$ cat config.mk
export PLATFORM = sky130hd
export DESIGN_NAME = rtc_calendar
export DESIGN_NICKNAME = d
export VERILOG_FILES = /design/src/rtl/rtc_pkg.sv /design/src/rtl/rtc_tick_if.sv /design/src/rtl/rtc_second_prescaler.sv /design/src/rtl/rtc_calendar.sv
export SDC_FILE = /design/constraint.sdc
export NUM_CORES = 1
export LEC_CHECK = 0
export ABC_CLOCK_PERIOD_IN_PS = 6500
export BUFFER_PORTS_ARGS = -buffer_cell sky130_fd_sc_hd__buf_2
export CORE_ASPECT_RATIO = 0.8
export CORE_MARGIN = 4
export CORE_UTILIZATION = 57
export CTS_CLUSTER_DIAMETER = 200
export DETAILED_ROUTE_END_ITERATION = 7
export PLACE_DENSITY_LB_ADDON = 0.3
export SLEW_MARGIN = 20
export SYNTH_ARGS = -nofsm -noshare
export SYNTH_HDL_FRONTEND = slang
export SYNTH_SLANG_ARGS = --single-unit
export TNS_END_PERCENT = 5
$ cat constraint.sdc
create_clock -name clk -period 6.5 [get_ports clk]
set_clock_uncertainty 0.05 [all_clocks]
set_input_delay 0 -clock clk [delete_from_list [all_inputs] [get_ports clk]]
set_output_delay 0 -clock clk [all_outputs]
set_load 0.005 [all_outputs]
$ cat src/rtl/rtc_pkg.sv
// Purpose: shared constants, calendar type and helpers for the rtc block
// Assumes: 32.768 kHz crystal sampled by a 200 MHz system clock
// Notes:   calendar fields are binary, year 0 stands for 2000
package rtc_pkg;

  localparam int          SYS_HZ          = 200_000_000;
  localparam int          SLOW_HZ         = 32768;
  localparam int          TRIM_STEPS      = 16;
  // one second expressed in sixteenths of a crystal period
  localparam logic [19:0] SEC_UNITS       = 20'(SLOW_HZ * TRIM_STEPS);
  localparam logic [19:0] ACC_STEP        = 20'(TRIM_STEPS);
  localparam logic [19:0] ACC_RESET       = 20'h0_0000;
  localparam logic [5:0]  SEC_LAST        = 6'h3B;
  localparam logic [5:0]  MIN_LAST        = 6'h3B;
  localparam logic [4:0]  HOUR_LAST       = 5'h17;
  localparam logic [3:0]  MONTH_LAST      = 4'hC;
  localparam logic [5:0]  YEAR_LAST       = 6'h3F;
  localparam logic [4:0]  DAY_FIRST       = 5'h01;
  localparam logic [3:0]  MONTH_FIRST     = 4'h1;
  localparam logic [11:0] BLINK_UNIT_LAST = 12'hFFF;
  localparam logic [19:0] BLINK_RESET     = 20'h0_0000;
  localparam logic [31:0] SECCNT_RESET    = 32'h0000_0000;

  typedef struct packed {
    logic [5:0] year;
    logic [3:0] month;
    logic [4:0] day;
    logic [4:0] hour;
    logic [5:0] min;
    logic [5:0] sec;
  } cal_t;

  localparam cal_t CAL_RESET = '0;

  // years 2000..2063 are leap exactly when divisible by four
  function automatic logic [4:0] days_in_month(input logic [3:0] month,
                                               input logic [5:0] year);
    logic [4:0] d;
    d = 5'h1F;
    case (month)
      4'h2:                d = (year[1:0] == 2'h0) ? 5'h1D : 5'h1C;
      4'h4, 4'h6, 4'h9,
      4'hB:                d = 5'h1E;
      default:             d = 5'h1F;
    endcase
    return d;
  endfunction

endpackage

$ cat src/rtl/rtc_tick_if.sv
// Purpose: carries crystal edges and trim to the second prescaler
// Assumes: all signals in the system clock domain
// Notes:   sec_pulse is one system cycle wide
`timescale 1ns/1ps
interface rtc_tick_if;
  logic             slow_edge;  // one cycle per crystal period
  logic signed [7:0] trim;      // sixteenths of a period per second
  logic             sec_pulse;  // trimmed one-second strobe

  modport core      (output slow_edge, output trim, input sec_pulse);
  modport prescaler (input slow_edge, input trim, output sec_pulse);
endinterface

$ cat src/rtl/rtc_second_prescaler.sv
// Purpose: divides crystal edges to a trimmed one-second strobe
// Assumes: slow_edge never comes on two adjacent cycles
// Notes:   positive trim shortens the second, speeding the calendar
`timescale 1ns/1ps
module rtc_second_prescaler
  import rtc_pkg::*;
(
  input  wire logic clk,        // system clock
  input  wire logic rst_n,      // synchronised reset, active low
  rtc_tick_if.prescaler lnk     // edges in, seconds out
);

  typedef struct packed {
    logic [19:0] acc;
    logic        pulse;
  } pre_state_t;

  pre_state_t  st;
  pre_state_t  next_st;
  logic [19:0] sum;
  logic [19:0] thr;

  always_comb begin
    next_st       = st;
    next_st.pulse = 1'b0;
    sum = st.acc + ACC_STEP;
    // fractional accumulator: each crystal edge adds 16 units of 1/16 period
    thr = SEC_UNITS - {{12{lnk.trim[7]}}, lnk.trim};
    if (lnk.slow_edge) begin
      if (sum >= thr) begin
        next_st.acc   = sum - thr;
        next_st.pulse = 1'b1;
      end else begin
        next_st.acc = sum;
      end
    end
  end

  always_ff @(posedge clk or negedge rst_n) begin
    if (!rst_n) begin
      st <= '{acc: ACC_RESET, pulse: 1'b0};
    end else begin
      st <= next_st;
    end
  end

  assign lnk.sec_pulse = st.pulse;
endmodule

$ cat src/rtl/rtc_calendar.sv
// Purpose: calendar, alarm, tick, seconds counter and blink outputs
// Assumes: crystal, supply and power-on signals are asynchronous pins
// Notes:   host accesses are plain strobed ports, no register bus
//
// Function
// - count crystal periods into seconds, minutes, hours, day, month, year
// - year zero means 2000, range reaches 63
// - host can read and write the calendar
// - calendar clears to zero when core supply is lost
// - alarm match on minute to year raises event, wake in power-down
// - each trigger sets the alarm event flag
// - periodic tick every second or every minute as selected
// - source status tells calendar match from tick
// - alarm and tick enabled independently
// - monitor flag clears at power-up, software sets it
// - 32-bit seconds counter cleared by power-on reset and by resetn
// - two blink outputs toggle periodically, running in power-down
// - trim up to 242 ppm in 1.9 ppm steps
// - trim acts only on counting, clock output untrimmed
// - sequencer may gate clock output off in power-down
`timescale 1ns/1ps
module rtc_calendar
  import rtc_pkg::*;
(
  input  wire logic        clk,              // 200 MHz system clock
  input  wire logic        resetn,           // async reset, active low
  input  wire logic        power_on_reset_n, // pin, clears seconds counter
  input  wire logic        xtal_clk_in,      // 32.768 kHz crystal pin
  input  wire logic        core_supply_rail, // pin, high while supply good
  input  wire logic        power_down,       // device in power-down
  input  wire logic        out_gate_off,     // sequencer gates clock out
  input  wire logic        time_wr,          // strobe: load calendar
  input  wire cal_t        time_in,          // calendar write value
  input  wire logic        alarm_wr,         // strobe: load alarm
  input  wire cal_t        alarm_in,         // alarm value, sec ignored
  input  wire logic        alarm_on,         // calendar alarm enable
  input  wire logic        tick_on,          // periodic tick enable
  input  wire logic        tick_per_min,     // 1: tick per minute
  input  wire logic [7:0]  trim,             // signed trim, 1/16 period
  input  wire logic        monitor_set,      // strobe: set monitor flag
  input  wire logic        alarm_flag_clr,   // strobe: clear alarm flag
  input  wire logic        blink_en_a,       // enable blink output a
  input  wire logic        blink_en_b,       // enable blink output b
  input  wire logic [7:0]  blink_period,     // half period, 1/8 s units, minus one
  output cal_t             time_out,         // running calendar
  output cal_t             alarm_out,        // stored alarm
  output logic             monitor,          // clock-valid monitor flag
  output logic             alarm_flag,       // sticky alarm event flag
  output logic             alarm_src_tick,   // 1: last event was tick
  output logic             event_pulse,      // one-cycle event
  output logic             wake_pulse,       // one-cycle wake-up
  output logic [31:0]      seconds_count,    // free-running seconds
  output logic             blink_output_a,   // blink pin a
  output logic             blink_output_b,   // blink pin b
  output logic             slow_clock_out    // buffered crystal clock
);

  typedef struct packed {
    logic [1:0]  xtal_s;
    logic        xtal_d;
    logic        slow_edge;
    logic [1:0]  sup_s;
    logic [1:0]  por_s;
    cal_t        cal;
    cal_t        alarm;
    logic        monitor;
    logic        flag;
    logic        src_tick;
    logic        irq;
    logic        wake;
    logic        match_prev;
    logic [31:0] sec_cnt;
    logic [19:0] blink_cnt;
    logic        blink_a;
    logic        blink_b;
    logic        clk_out;
  } cal_state_t;

  cal_state_t st;
  cal_state_t next_st;
  logic [1:0] rst_pipe;
  logic       rst_n;
  logic       match;
  logic       alarm_hit;
  logic       tick_hit;

  rtc_tick_if lnk ();

  rtc_second_prescaler u_pre (
    .clk   (clk),
    .rst_n (rst_n),
    .lnk   (lnk)
  );

  assign lnk.slow_edge = st.slow_edge;
  assign lnk.trim      = trim;

  // reset asserts at once, releases after two clean edges
  always_ff @(posedge clk or negedge resetn) begin
    if (!resetn) begin
      rst_pipe <= 2'h0;
    end else begin
      rst_pipe <= {rst_pipe[0], 1'b1};
    end
  end
  assign rst_n = rst_pipe[1];

  function automatic cal_t cal_advance(input cal_t c);
    cal_t r;
    r = c;
    if (c.sec < SEC_LAST) begin
      r.sec = c.sec + 6'h01;
    end else begin
      r.sec = 6'h00;
      if (c.min < MIN_LAST) begin
        r.min = c.min + 6'h01;
      end else begin
        r.min = 6'h00;
        if (c.hour < HOUR_LAST) begin
          r.hour = c.hour + 5'h01;
        end else begin
          r.hour = 5'h00;
          if (c.day < days_in_month(c.month, c.year)) begin
            r.day = c.day + 5'h01;
          end else begin
            r.day = DAY_FIRST;
            if (c.month < MONTH_LAST) begin
              r.month = c.month + 4'h1;
            end else begin
              r.month = MONTH_FIRST;
              r.year  = c.year + 6'h01;
            end
          end
        end
      end
    end
    return r;
  endfunction

  assign tick_hit  = tick_on && lnk.sec_pulse &&
                     (!tick_per_min || st.cal.sec == SEC_LAST);

  always_comb begin
    next_st           = st;
    next_st.xtal_s    = {st.xtal_s[0], xtal_clk_in};
    next_st.xtal_d    = st.xtal_s[1];
    next_st.slow_edge = st.xtal_s[1] && !st.xtal_d;
    next_st.sup_s     = {st.sup_s[0], core_supply_rail};
    next_st.por_s     = {st.por_s[0], power_on_reset_n};
    // raw crystal, never the trimmed count, drives the pin
    next_st.clk_out   = st.xtal_s[1] &&
                        !(power_down && out_gate_off);

    if (lnk.sec_pulse) begin
      next_st.cal = cal_advance(st.cal);
    end
    if (time_wr) begin
      next_st.cal = time_in;
    end
    if (alarm_wr) begin
      next_st.alarm = alarm_in;
    end
    if (monitor_set) begin
      next_st.monitor = 1'b1;
    end
    if (!st.sup_s[1]) begin
      next_st.cal     = CAL_RESET;
      next_st.monitor = 1'b0;
    end

    if (!st.por_s[1]) begin
      next_st.sec_cnt = SECCNT_RESET;
    end else if (lnk.sec_pulse) begin
      next_st.sec_cnt = st.sec_cnt + 32'h0000_0001;
    end

    // next value compared, so a minute tick on the same roll merges
    match     = alarm_on && (next_st.cal.sec == 6'h00) &&
                (next_st.cal[31:6] == next_st.alarm[31:6]);
    alarm_hit = match && !st.match_prev;
    next_st.match_prev = match;
    next_st.irq  = alarm_hit || tick_hit;
    next_st.wake = (alarm_hit || tick_hit) && power_down;
    if (alarm_hit || tick_hit) begin
      next_st.src_tick = !alarm_hit;
    end
    // a hit in the clear cycle wins, so no event is lost
    if (alarm_flag_clr) begin
      next_st.flag = 1'b0;
    end
    if (alarm_hit || tick_hit) begin
      next_st.flag = 1'b1;
    end

    // counts crystal edges, so blinking survives power-down
    if (st.slow_edge) begin
      if (st.blink_cnt == {blink_period, BLINK_UNIT_LAST}) begin
        next_st.blink_cnt = BLINK_RESET;
        next_st.blink_a   = st.blink_a ^ blink_en_a;
        next_st.blink_b   = st.blink_b ^ blink_en_b;
      end else begin
        next_st.blink_cnt = st.blink_cnt + 20'h0_0001;
      end
    end
    if (!blink_en_a) begin
      next_st.blink_a = 1'b0;
    end
    if (!blink_en_b) begin
      next_st.blink_b = 1'b0;
    end
  end

  always_ff @(posedge clk or negedge rst_n) begin
    if (!rst_n) begin
      st <= '0;
    end else begin
      st <= next_st;
    end
  end

  assign time_out       = st.cal;
  assign alarm_out      = st.alarm;
  assign monitor        = st.monitor;
  assign alarm_flag     = st.flag;
  assign alarm_src_tick = st.src_tick;
  assign event_pulse    = st.irq;
  assign wake_pulse     = st.wake;
  assign seconds_count  = st.sec_cnt;
  assign blink_output_a = st.blink_a;
  assign blink_output_b = st.blink_b;
  assign slow_clock_out = st.clk_out;
endmodule

# After elaboration in Yosys (flattened, before gate mapping)
# Cells that the tools add are included.
op_classes:
  addsub: 11
  n_reduce_logical: 22
  bitwise_logic: 2
  eq_ne: 14
  n_mux: 34
  n_lt_le_gt_ge: 6
ops:
  columns: ["op", "count"]
  rows:
  - ["2-to-1 mux 32 bit", 6]
  - ["2-to-1 mux 20 bit", 3]
  - ["adder 32 x 1 -> 32 bit, second input constant", 1]
  - ["2-to-1 mux 5 bit", 6]
  - ["equality test 26 bit", 1]
  - ["2-to-1 mux 26 bit", 1]
  - ["adder 20 x 1 -> 20 bit, second input constant", 1]
  - ["adder 20 x 5 -> 20 bit, second input constant", 1]
  - ["equality test 20 bit", 1]
  - [">= comparator 20 bit", 1]
  - ["subtractor 20 bit", 1]
  - ["subtractor 20 bit, first input constant", 1]
  - ["adder 6 x 1 -> 6 bit, second input constant", 3]
  - ["2-to-1 mux 6 bit", 3]
  - ["2-to-1 mux 15 bit", 1]
  - ["less-than comparator 6 bit, second input constant", 2]
  - ["adder 5 x 1 -> 5 bit, second input constant", 2]
  - ["2-to-1 mux 10 bit", 1]
  - ["inequality test 2 x 1 -> 1 bit, second input constant", 5]
  - ["logical AND 1 bit", 9]
  - ["2-to-1 mux 1 bit", 9]
  - ["equality test 4 x 3 -> 1 bit, second input constant", 2]
  - ["equality test 4 bit, second input constant", 2]
  - ["equality test 6 bit, second input constant", 1]
  - ["other kinds (17)", 25]
totals:
  in_bits: 96
  reg_bits: 156
  output_inout_bits: 104

# Depth between registers and ports, before layout
# Gate-level depths: netlist of run 1.
logic_depth:
  word_depth: 21
  mapped_depth: 19

# Cells and area by module
# From an unflattened synthesis of run 1, not the netlist that was laid out.
hier_totals:
  cells_unflattened: 1223
  hier_area_um2: 11039.3
modules_own_cells:
  columns: ["mod", "seq_area_each_um2", "area_per_inst_um2", "n_inst", "cells_each"]
  rows:
  - ["rtc_calendar", 3378.2, 8371.8, 1, 883]
  - ["rtc_second_prescaler", 525.5, 2667.6, 1, 340]

# Worst setup path before layout of run 1
# No wires, ideal clock.
synth_path:
  path_kind: "reg-to-reg"
  start: "register u_pre.st[7] (netlist bit)"
  end: "register u_pre.st[18] (netlist bit)"
  synth_period_minus_slack_ns: 3.572
  n_path_buf: 2
  setup_slack_ns: 2.928
  required_time_ns: 6.313
  arrival_time_ns: 3.385
  setup_ns: 0.137
  stages_incl_launch_ff: 19
  path_cell_list: "dfrtp_1 > and3_1 > and3_1 > and3_1 > and3_1 > nand3_1 > nor2_1 > xor2_1 > ha_1 > a21oi_1 > nor2_1 > nor2_1 > nand3_1 > o21ai_0 > a41o_1 > clkbuf_1 > clkbuf_1 > mux2i_1 > a21oi_1"
synth_between:
  elab_chain_cells: 3
  word_cells_on_any_way: 4
  classes_between: "add/sub (2); order compare (1); mux (1)"
synth_lines:
  columns: ["element", "line_no", "source"]
  rows:
  - ["start: declaration", "rtc_second_prescaler.sv:18", "pre_state_t st;"]
  - ["start signal: assignment", "rtc_second_prescaler.sv:41", "st <= '{acc: ACC_RESET, pulse: 1'b0};"]
  - ["start signal: assignment", "rtc_second_prescaler.sv:43", "st <= next_st;"]
  - ["adder 20 x 5 -> 20 bit (*)", "rtc_second_prescaler.sv:26", "sum = st.acc + ACC_STEP;"]
  - ["subtractor 20 bit or >= comparator 20 bit (tied branches)", "rtc_second_prescaler.sv:31, rtc_second_prescaler.sv:30", null]
  - ["2-to-1 mux 20 bit (*)", "rtc_second_prescaler.sv:30", "if (sum >= thr) begin"]
# Every way passes the cells marked *; elsewhere a longest branch is shown, timed or not.
# A chain may end at the register's enable or synchronous reset.

# Final worst setup path of run 1
layout_path:
  start: "register u_pre.st[5] (netlist bit)"
  end: "register u_pre.st[19] (netlist bit)"
# The elaborated chain is that of the path after synthesis.

==> out/qor.yml, run 1 <==
status: "finished, final reports clean"
slew_headroom_pct: 31.5
track_usage_pct: 26.7
drt-initial-drc-count: 822
cts_resized: 0
drt-total-wl_um: 27400
setup_viol: 0
fin_crit_sh_pct: 67.0
slowest_delay_ps: 410
setup_slack_ps: 2140
start_util_pct: 59.2
power-per-cell-area_nw_per_um2: 288
dp.cells: 1433
ctsRootBufferMaster: "clkbuf_16"
crit_arrival_ps: 4620
synth-seq-cells: 156
drc: 0
synth_common_cells: "dfrtp_1 (156), buf_4 (101), nand2_1 (84)"
vdd_drop_max_uv: 206
cap_violations: 0
min_path_type: "in2reg"
tightest_slew_ps: 1020
coreArea_um2: 17600
place_hpwl_um: 19100
layout_min_cycle_time_ps: 4360
numCtsBuffers: 17
fmax_mhz: 230
synth.area.top_cells: "dfrtp_1 (37%), buf_4 (7.3%), xnor2_1 (5.6%)"
async_reset_ff_share_pct: 100
syn_area_per_cell_um2: 9.20
ant_nets: 0
syn_nets: 1270
die_x_um: 159
rsz0062_at_grt: "false"
gp_congestion: 0.922
postLayoutCoreUtil_pct: 69.4
grt_pass1_vias: 8452
synth.most_common_cell: "dfrtp_1"
clk-insertion-delay-late_ps: 430
synthFlopType: "dfrtp_1"
synth-edff-count: 0
synth_cells: 1136
dieHeight_um: 129
crit_top_cell: "and3_1"
io-pin-count: 200
synth_top_area_share_pct: 37.4
post-place-ws_ps: 2200
antenna_cells: 0
n_fill_cell: 1366
nNetsFinal: 1437
worstPathRequired_ps: 6760
cp-start-kind: "register"
num_rows: 43
yosysSeqAreaShare_pct: 37.4
drive_above_1_share_pct: 21.7
htreeDepth: 4
critPathTopFamily: "simple AND/OR/NAND/NOR gates"
finalHoldViolCount: 0
total_power_mw: 3.53
grt_first_pass_wirelength_um: 44500
final_cell_count_no_fill: 1541
drv_slew: 0
portBuffers: 199
critPathKind: "reg2reg"
critPathSlowestCell: "nand2b_1"
synth_area_leader_cell: "dfrtp_1"
firstDrtPassIters: 6
antenna_found_initial: 0
cts_sinks: 156
p_leak_nw: 5.62
dieArea_um2: 20600
clockBufferDepth: 2
grt_overflow: 0
multi_input_area_um2: 5510
cts_tree: "done"
wire_per_inst_um: 17.8
clk_pin_slew_ps: 70
critical_path_buf_inv_count: 2
area.growth.synth_to_final_pct: 17.2
grt_max_degree: 58
synth_warnings: 0
synth_area_um2: 10500
routed_via_density: 5.83
vias: 8980
worstPathCellList: "ha_1 > and3_1 > and3_1 > and3_1 > and3_1 > nand3_1 > xnor2_1 > ha_1 > inv_1 > nor2_1 > nor2_1 > nand3_1 > o21ai_0 > a41o_1 > buf_4 > nand2b_1 > a31oi_1 > a211o_1"
synth_cell_types: 85
endpoint_kind: "register"
cp_max_fo: 30
seqCellArea_um2: 3910
finalSetupTns_ps: 0
## cell families after synthesis
group	Yosys count	share of synthesized area (%)
AND/OR/NAND/NOR	396	20.0
AO/OA/AOI/OAI	226	14.9
buffers and inverters	172	9.90
flip-flops	156	37.4
XOR/XNOR	104	8.72
multiplexers	42	4.36
adder cells (fa/ha/maj)	39	4.72
other	1	0.0359
## per-layer routing
metal / track usage, % / share of wire [%] / vias to the layer above
li1: - / - / 4298
met3: 7.19 / 8.4 / 43
met2: 41.4 / 44 / 423
met4: 7.45 / 2.0 / 0
met1: 37.3 / 45 / 4216
met5: 0 / 0 / -
## power breakdown
group / total (mW) / switching (mW) / leakage [nW] / internal [mW]
sequential: 1.24 / 0.150 / 1.95 / 1.09
clock: 1.01 / 0.459 / 0.294 / 0.550
combinational: 1.28 / 0.714 / 3.38 / 0.566
total: 3.53 / 1.32 / 5.62 / 2.20
## registers in the layout (all words and copies together), names as in the netlist, 2 cells and up
register / cells
st: 24
seconds_count: 32
time_out: 32
rst_pipe: 2
next_st: 4
u_pre.st: 20
alarm_out: 32
## placed cells by master (no fill, tap or decap), drive strengths merged, types with 5 or more instances in the layout
cell and count:
a21o 10, clkbuf 17, and4 6, and3 24, mux2i 14, inv 46
dfrtp 156, a21boi 7, or3 13, nand3 51, buf 205, o41ai 5
a31oi 15, mux2 28, dlygate4sd3 76, nor2 78, o211ai 10, o31ai 5
nand2b 17, a21oi 52, xnor2 67, nor2b 10, xor2 37, and2 34
o21ai 65, nor3 14, clkinv 6, nand4 29, ha 37, nand2 84
nand4b 9, o2111ai 6
## path summary, 6_finish.rpt
| kind | from | end | slack [ps] | cells after the start |
|---|---|---|---|---|
| setup / recovery | u_pre.st[5] | u_pre.st[19] | 2140 | 18 |
| hold reg to reg | rst_pipe[1] | st[8] | 270 | 0 |
| setup reg to reg | u_pre.st[5] | u_pre.st[19] | 2140 | 18 |
| max in group asynchronous | rst_pipe[1] | time_out[30] | 4990 | 1 |
| hold / removal | blink_period[2] | st[22] | 20 | 5 |
| min in group asynchronous | rst_pipe[1] | st[8] | 270 | 0 |
## repair_timing
| action | in CTS | in global routing |
|---|---|---|
| buffers inserted | 0 | 0 |
| hold buffers | 76 | 0 |
| endpoints found under the hold margin | 73 | 0 |
## worst reg2reg max path, delay by kind of cell (launching register included)
kind	cells	cell delay, ps
AOI/OAI and AO/OA	4	720
and+or+nand+nor	9	1820
buffers and inverters	2	500
DFF	1	400
xor gates and xnor gates	1	160
adders and majority gates	2	580
## layout make-up
cell class,count,area share (%)
tap,225,2.30
clock buffer,17,3.47
sequential,156,31.9
timing repair buffer,281,14.7
clock inverter,15,1.40
multi-input combinational,808,45.0
inverter,39,1.20
## stage by stage
step	area, um^2	hold slack [ps]
after floorplan	10500	-346
after global placement	10900	-263
after detailed placement	10900	-260
after CTS	12200	1.19
after global routing	12200	39.2
final	12200	24.5
Power figures use the tool's default switching activity.
==> run 2: changes to the inputs <==
- ABC_CLOCK_PERIOD_IN_PS: 6500 -> 3950
- CORE_UTILIZATION: 57 -> 51
- clock period: 6.5 -> 3.95 ns (I/O delays scaled with it)
==> run 2 against run 1 <==
Compared with the run above:
- the run now ends with design-rule violations left
- clock-buffer cell count unchanged
- worst hold slack worse by 12 ps
- routed wire length down 0.41%
- via count down 0.40%
- non-clock buffer count up 14
- sequential cell count unchanged
- global-route usage down 2.7 points
- sequential power up 63%
- clock power up 75%
- power up 69%
- largest power group unchanged
==> out/qor.yml, run 2 (synthesized netlist as in run 1, its figures left out) <==
status: "complete, but fails checks"
violations: "design-rule violations"
crit_arrival_ps: 3970
tightest_slew_ps: 818
critPathKind: "reg2reg"
dieHeight_um: 136
vdd_drop_max_uv: 529
drt-total-wl_um: 27200
numCtsBuffers: 17
critical_path_buf_inv_count: 1
coreArea_um2: 20000
drc: 3
crit_top_cell: "ha_1"
min_path_type: "in2reg"
slew_headroom_pct: 45.5
antenna_cells: 0
critPathTopFamily: "simple AND/OR/NAND/NOR gates"
clk_pin_slew_ps: 60
portBuffers: 199
setup_slack_ps: 239
most-common-layout-cells: "buf_2 (199), dfrtp_1 (155), nand2_1 (84)"
place_hpwl_um: 20000
multi_input_area_um2: 5540
clockBufferDepth: 2
wire_per_inst_um: 17.1
track_usage_pct: 24.0
drv_slew: 0
ant_nets: 0
critPathSlowestCell: "or4_4"
fin_crit_sh_pct: 93.9
ctsRootBufferMaster: "clkbuf_16"
firstDrtPassIters: 8
endpoint_kind: "register"
p_leak_nw: 5.71
grt_first_pass_wirelength_um: 44800
grt_max_degree: 67
seqCellArea_um2: 3910
antenna_found_initial: 0
io-pin-count: 200
setup_viol: 0
slowest_delay_ps: 570
power-per-cell-area_nw_per_um2: 479
finalHoldViolCount: 0
drt-initial-drc-count: 633
layout_commonest_cell: "buf_2"
fmax_mhz: 269
grt_overflow: 0
nNetsFinal: 1451
cap_violations: 0
worstPathCellList: "inv_1 > ha_1 > nor3b_2 > ha_1 > o2111a_1 > o2111ai_2 > or4_4 > a311oi_4 > xnor2_1 > and4b_4 > nand4_4 > o22a_1"
cts_tree: "done"
clk-insertion-delay-late_ps: 430
htreeDepth: 4
grt_pass1_vias: 8671
gp_congestion: 0.893
worstPathRequired_ps: 4210
start_util_pct: 52.3
num_rows: 46
area.growth.synth_to_final_pct: 19.3
cp-start-kind: "register"
cp_max_fo: 5
die_x_um: 168
post-place-ws_ps: 195
n_fill_cell: 1681
fin_area_um2: 12500
routed_via_density: 5.61
layout_min_cycle_time_ps: 3710
rsz0062_at_grt: "true"
placed_area_um2: 11100
cts_sinks: 156
dieArea_um2: 22900
drive_above_1_share_pct: 23.1
vias: 8944
-- run 2: changes by cell type in the layout (fill, tap and decap cells not counted), sizes merged --
cell      previous run  this run
bufinv               1         3
clkinvlp             1         0
inv                 46        45
buf                205       219
-- run 2: cell type report --
class / instances / area share [%]
sequential: 156 / 31.3
clock inverter: 15 / 1.62
timing repair buffer: 295 / 15.4
clock buffer: 17 / 3.41
multi-input combinational: 808 / 44.4
inverter: 39 / 1.17
tap: 264 / 2.65
-- run 2: what timing repair did --
item,CTS,global route
hold endpoints to repair,73,0
setup endpoints to repair,0,17
gates resized for setup,0,11
hold buffers,76,0
buffers inserted,0,0
-- run 2: stage by stage --
step	TNS [ps]	instances	hold WS (ps)	util (%)	power, mW
finish	0	1594	12.2	62.4	5.97
global route	-37.2	1594	28.0	62.4	6.35
CTS	0	1594	0.488	62.3	5.96
detailed placement	0	1486	-260	55.4	4.11
global placement	0	1486	-263	55.4	4.08
floorplan	0	1136	-346	-	3.59
-- run 2: layer usage --
metal / global-route usage [%] / vias to the layer above / routed length (um)
met2: 38.7 / 343 / 12500
met4: 5.23 / 0 / 326
met3: 4.04 / 32 / 1900
li1: - / 4299 / -
met1: 34.3 / 4270 / 12500
met5: 0 / - / 0
-- run 2: path summary, 6_finish.rpt --
check                      slack (ps)  cells after the start         start                to
hold / removal                     10                      4       tick_on    alarm_src_tick
setup / recovery                  240                     12  time_out[22]    alarm_src_tick
setup reg to reg                  240                     12  time_out[22]    alarm_src_tick
max in group asynchronous        2550                      1   rst_pipe[1]    alarm_src_tick
hold reg to reg                   300                      0   rst_pipe[0]       rst_pipe[1]
min in group asynchronous         380                      0   rst_pipe[1]  seconds_count[9]
-- run 2: worst min-delay path: cells and delay by family --
kind | cells | cell delay (ps)
AO/OA/AOI/OAI | 2 | 290
buffers and inverters | 1 | 100
AND/OR/NAND/NOR | 1 | 50
-- run 2: power by group --
group	total [mW]	switching, mW	internal [mW]
registers	2.02	0.227	1.79
clock network	1.77	0.744	1.02
logic	2.19	1.21	0.973
total	5.97	2.18	3.78
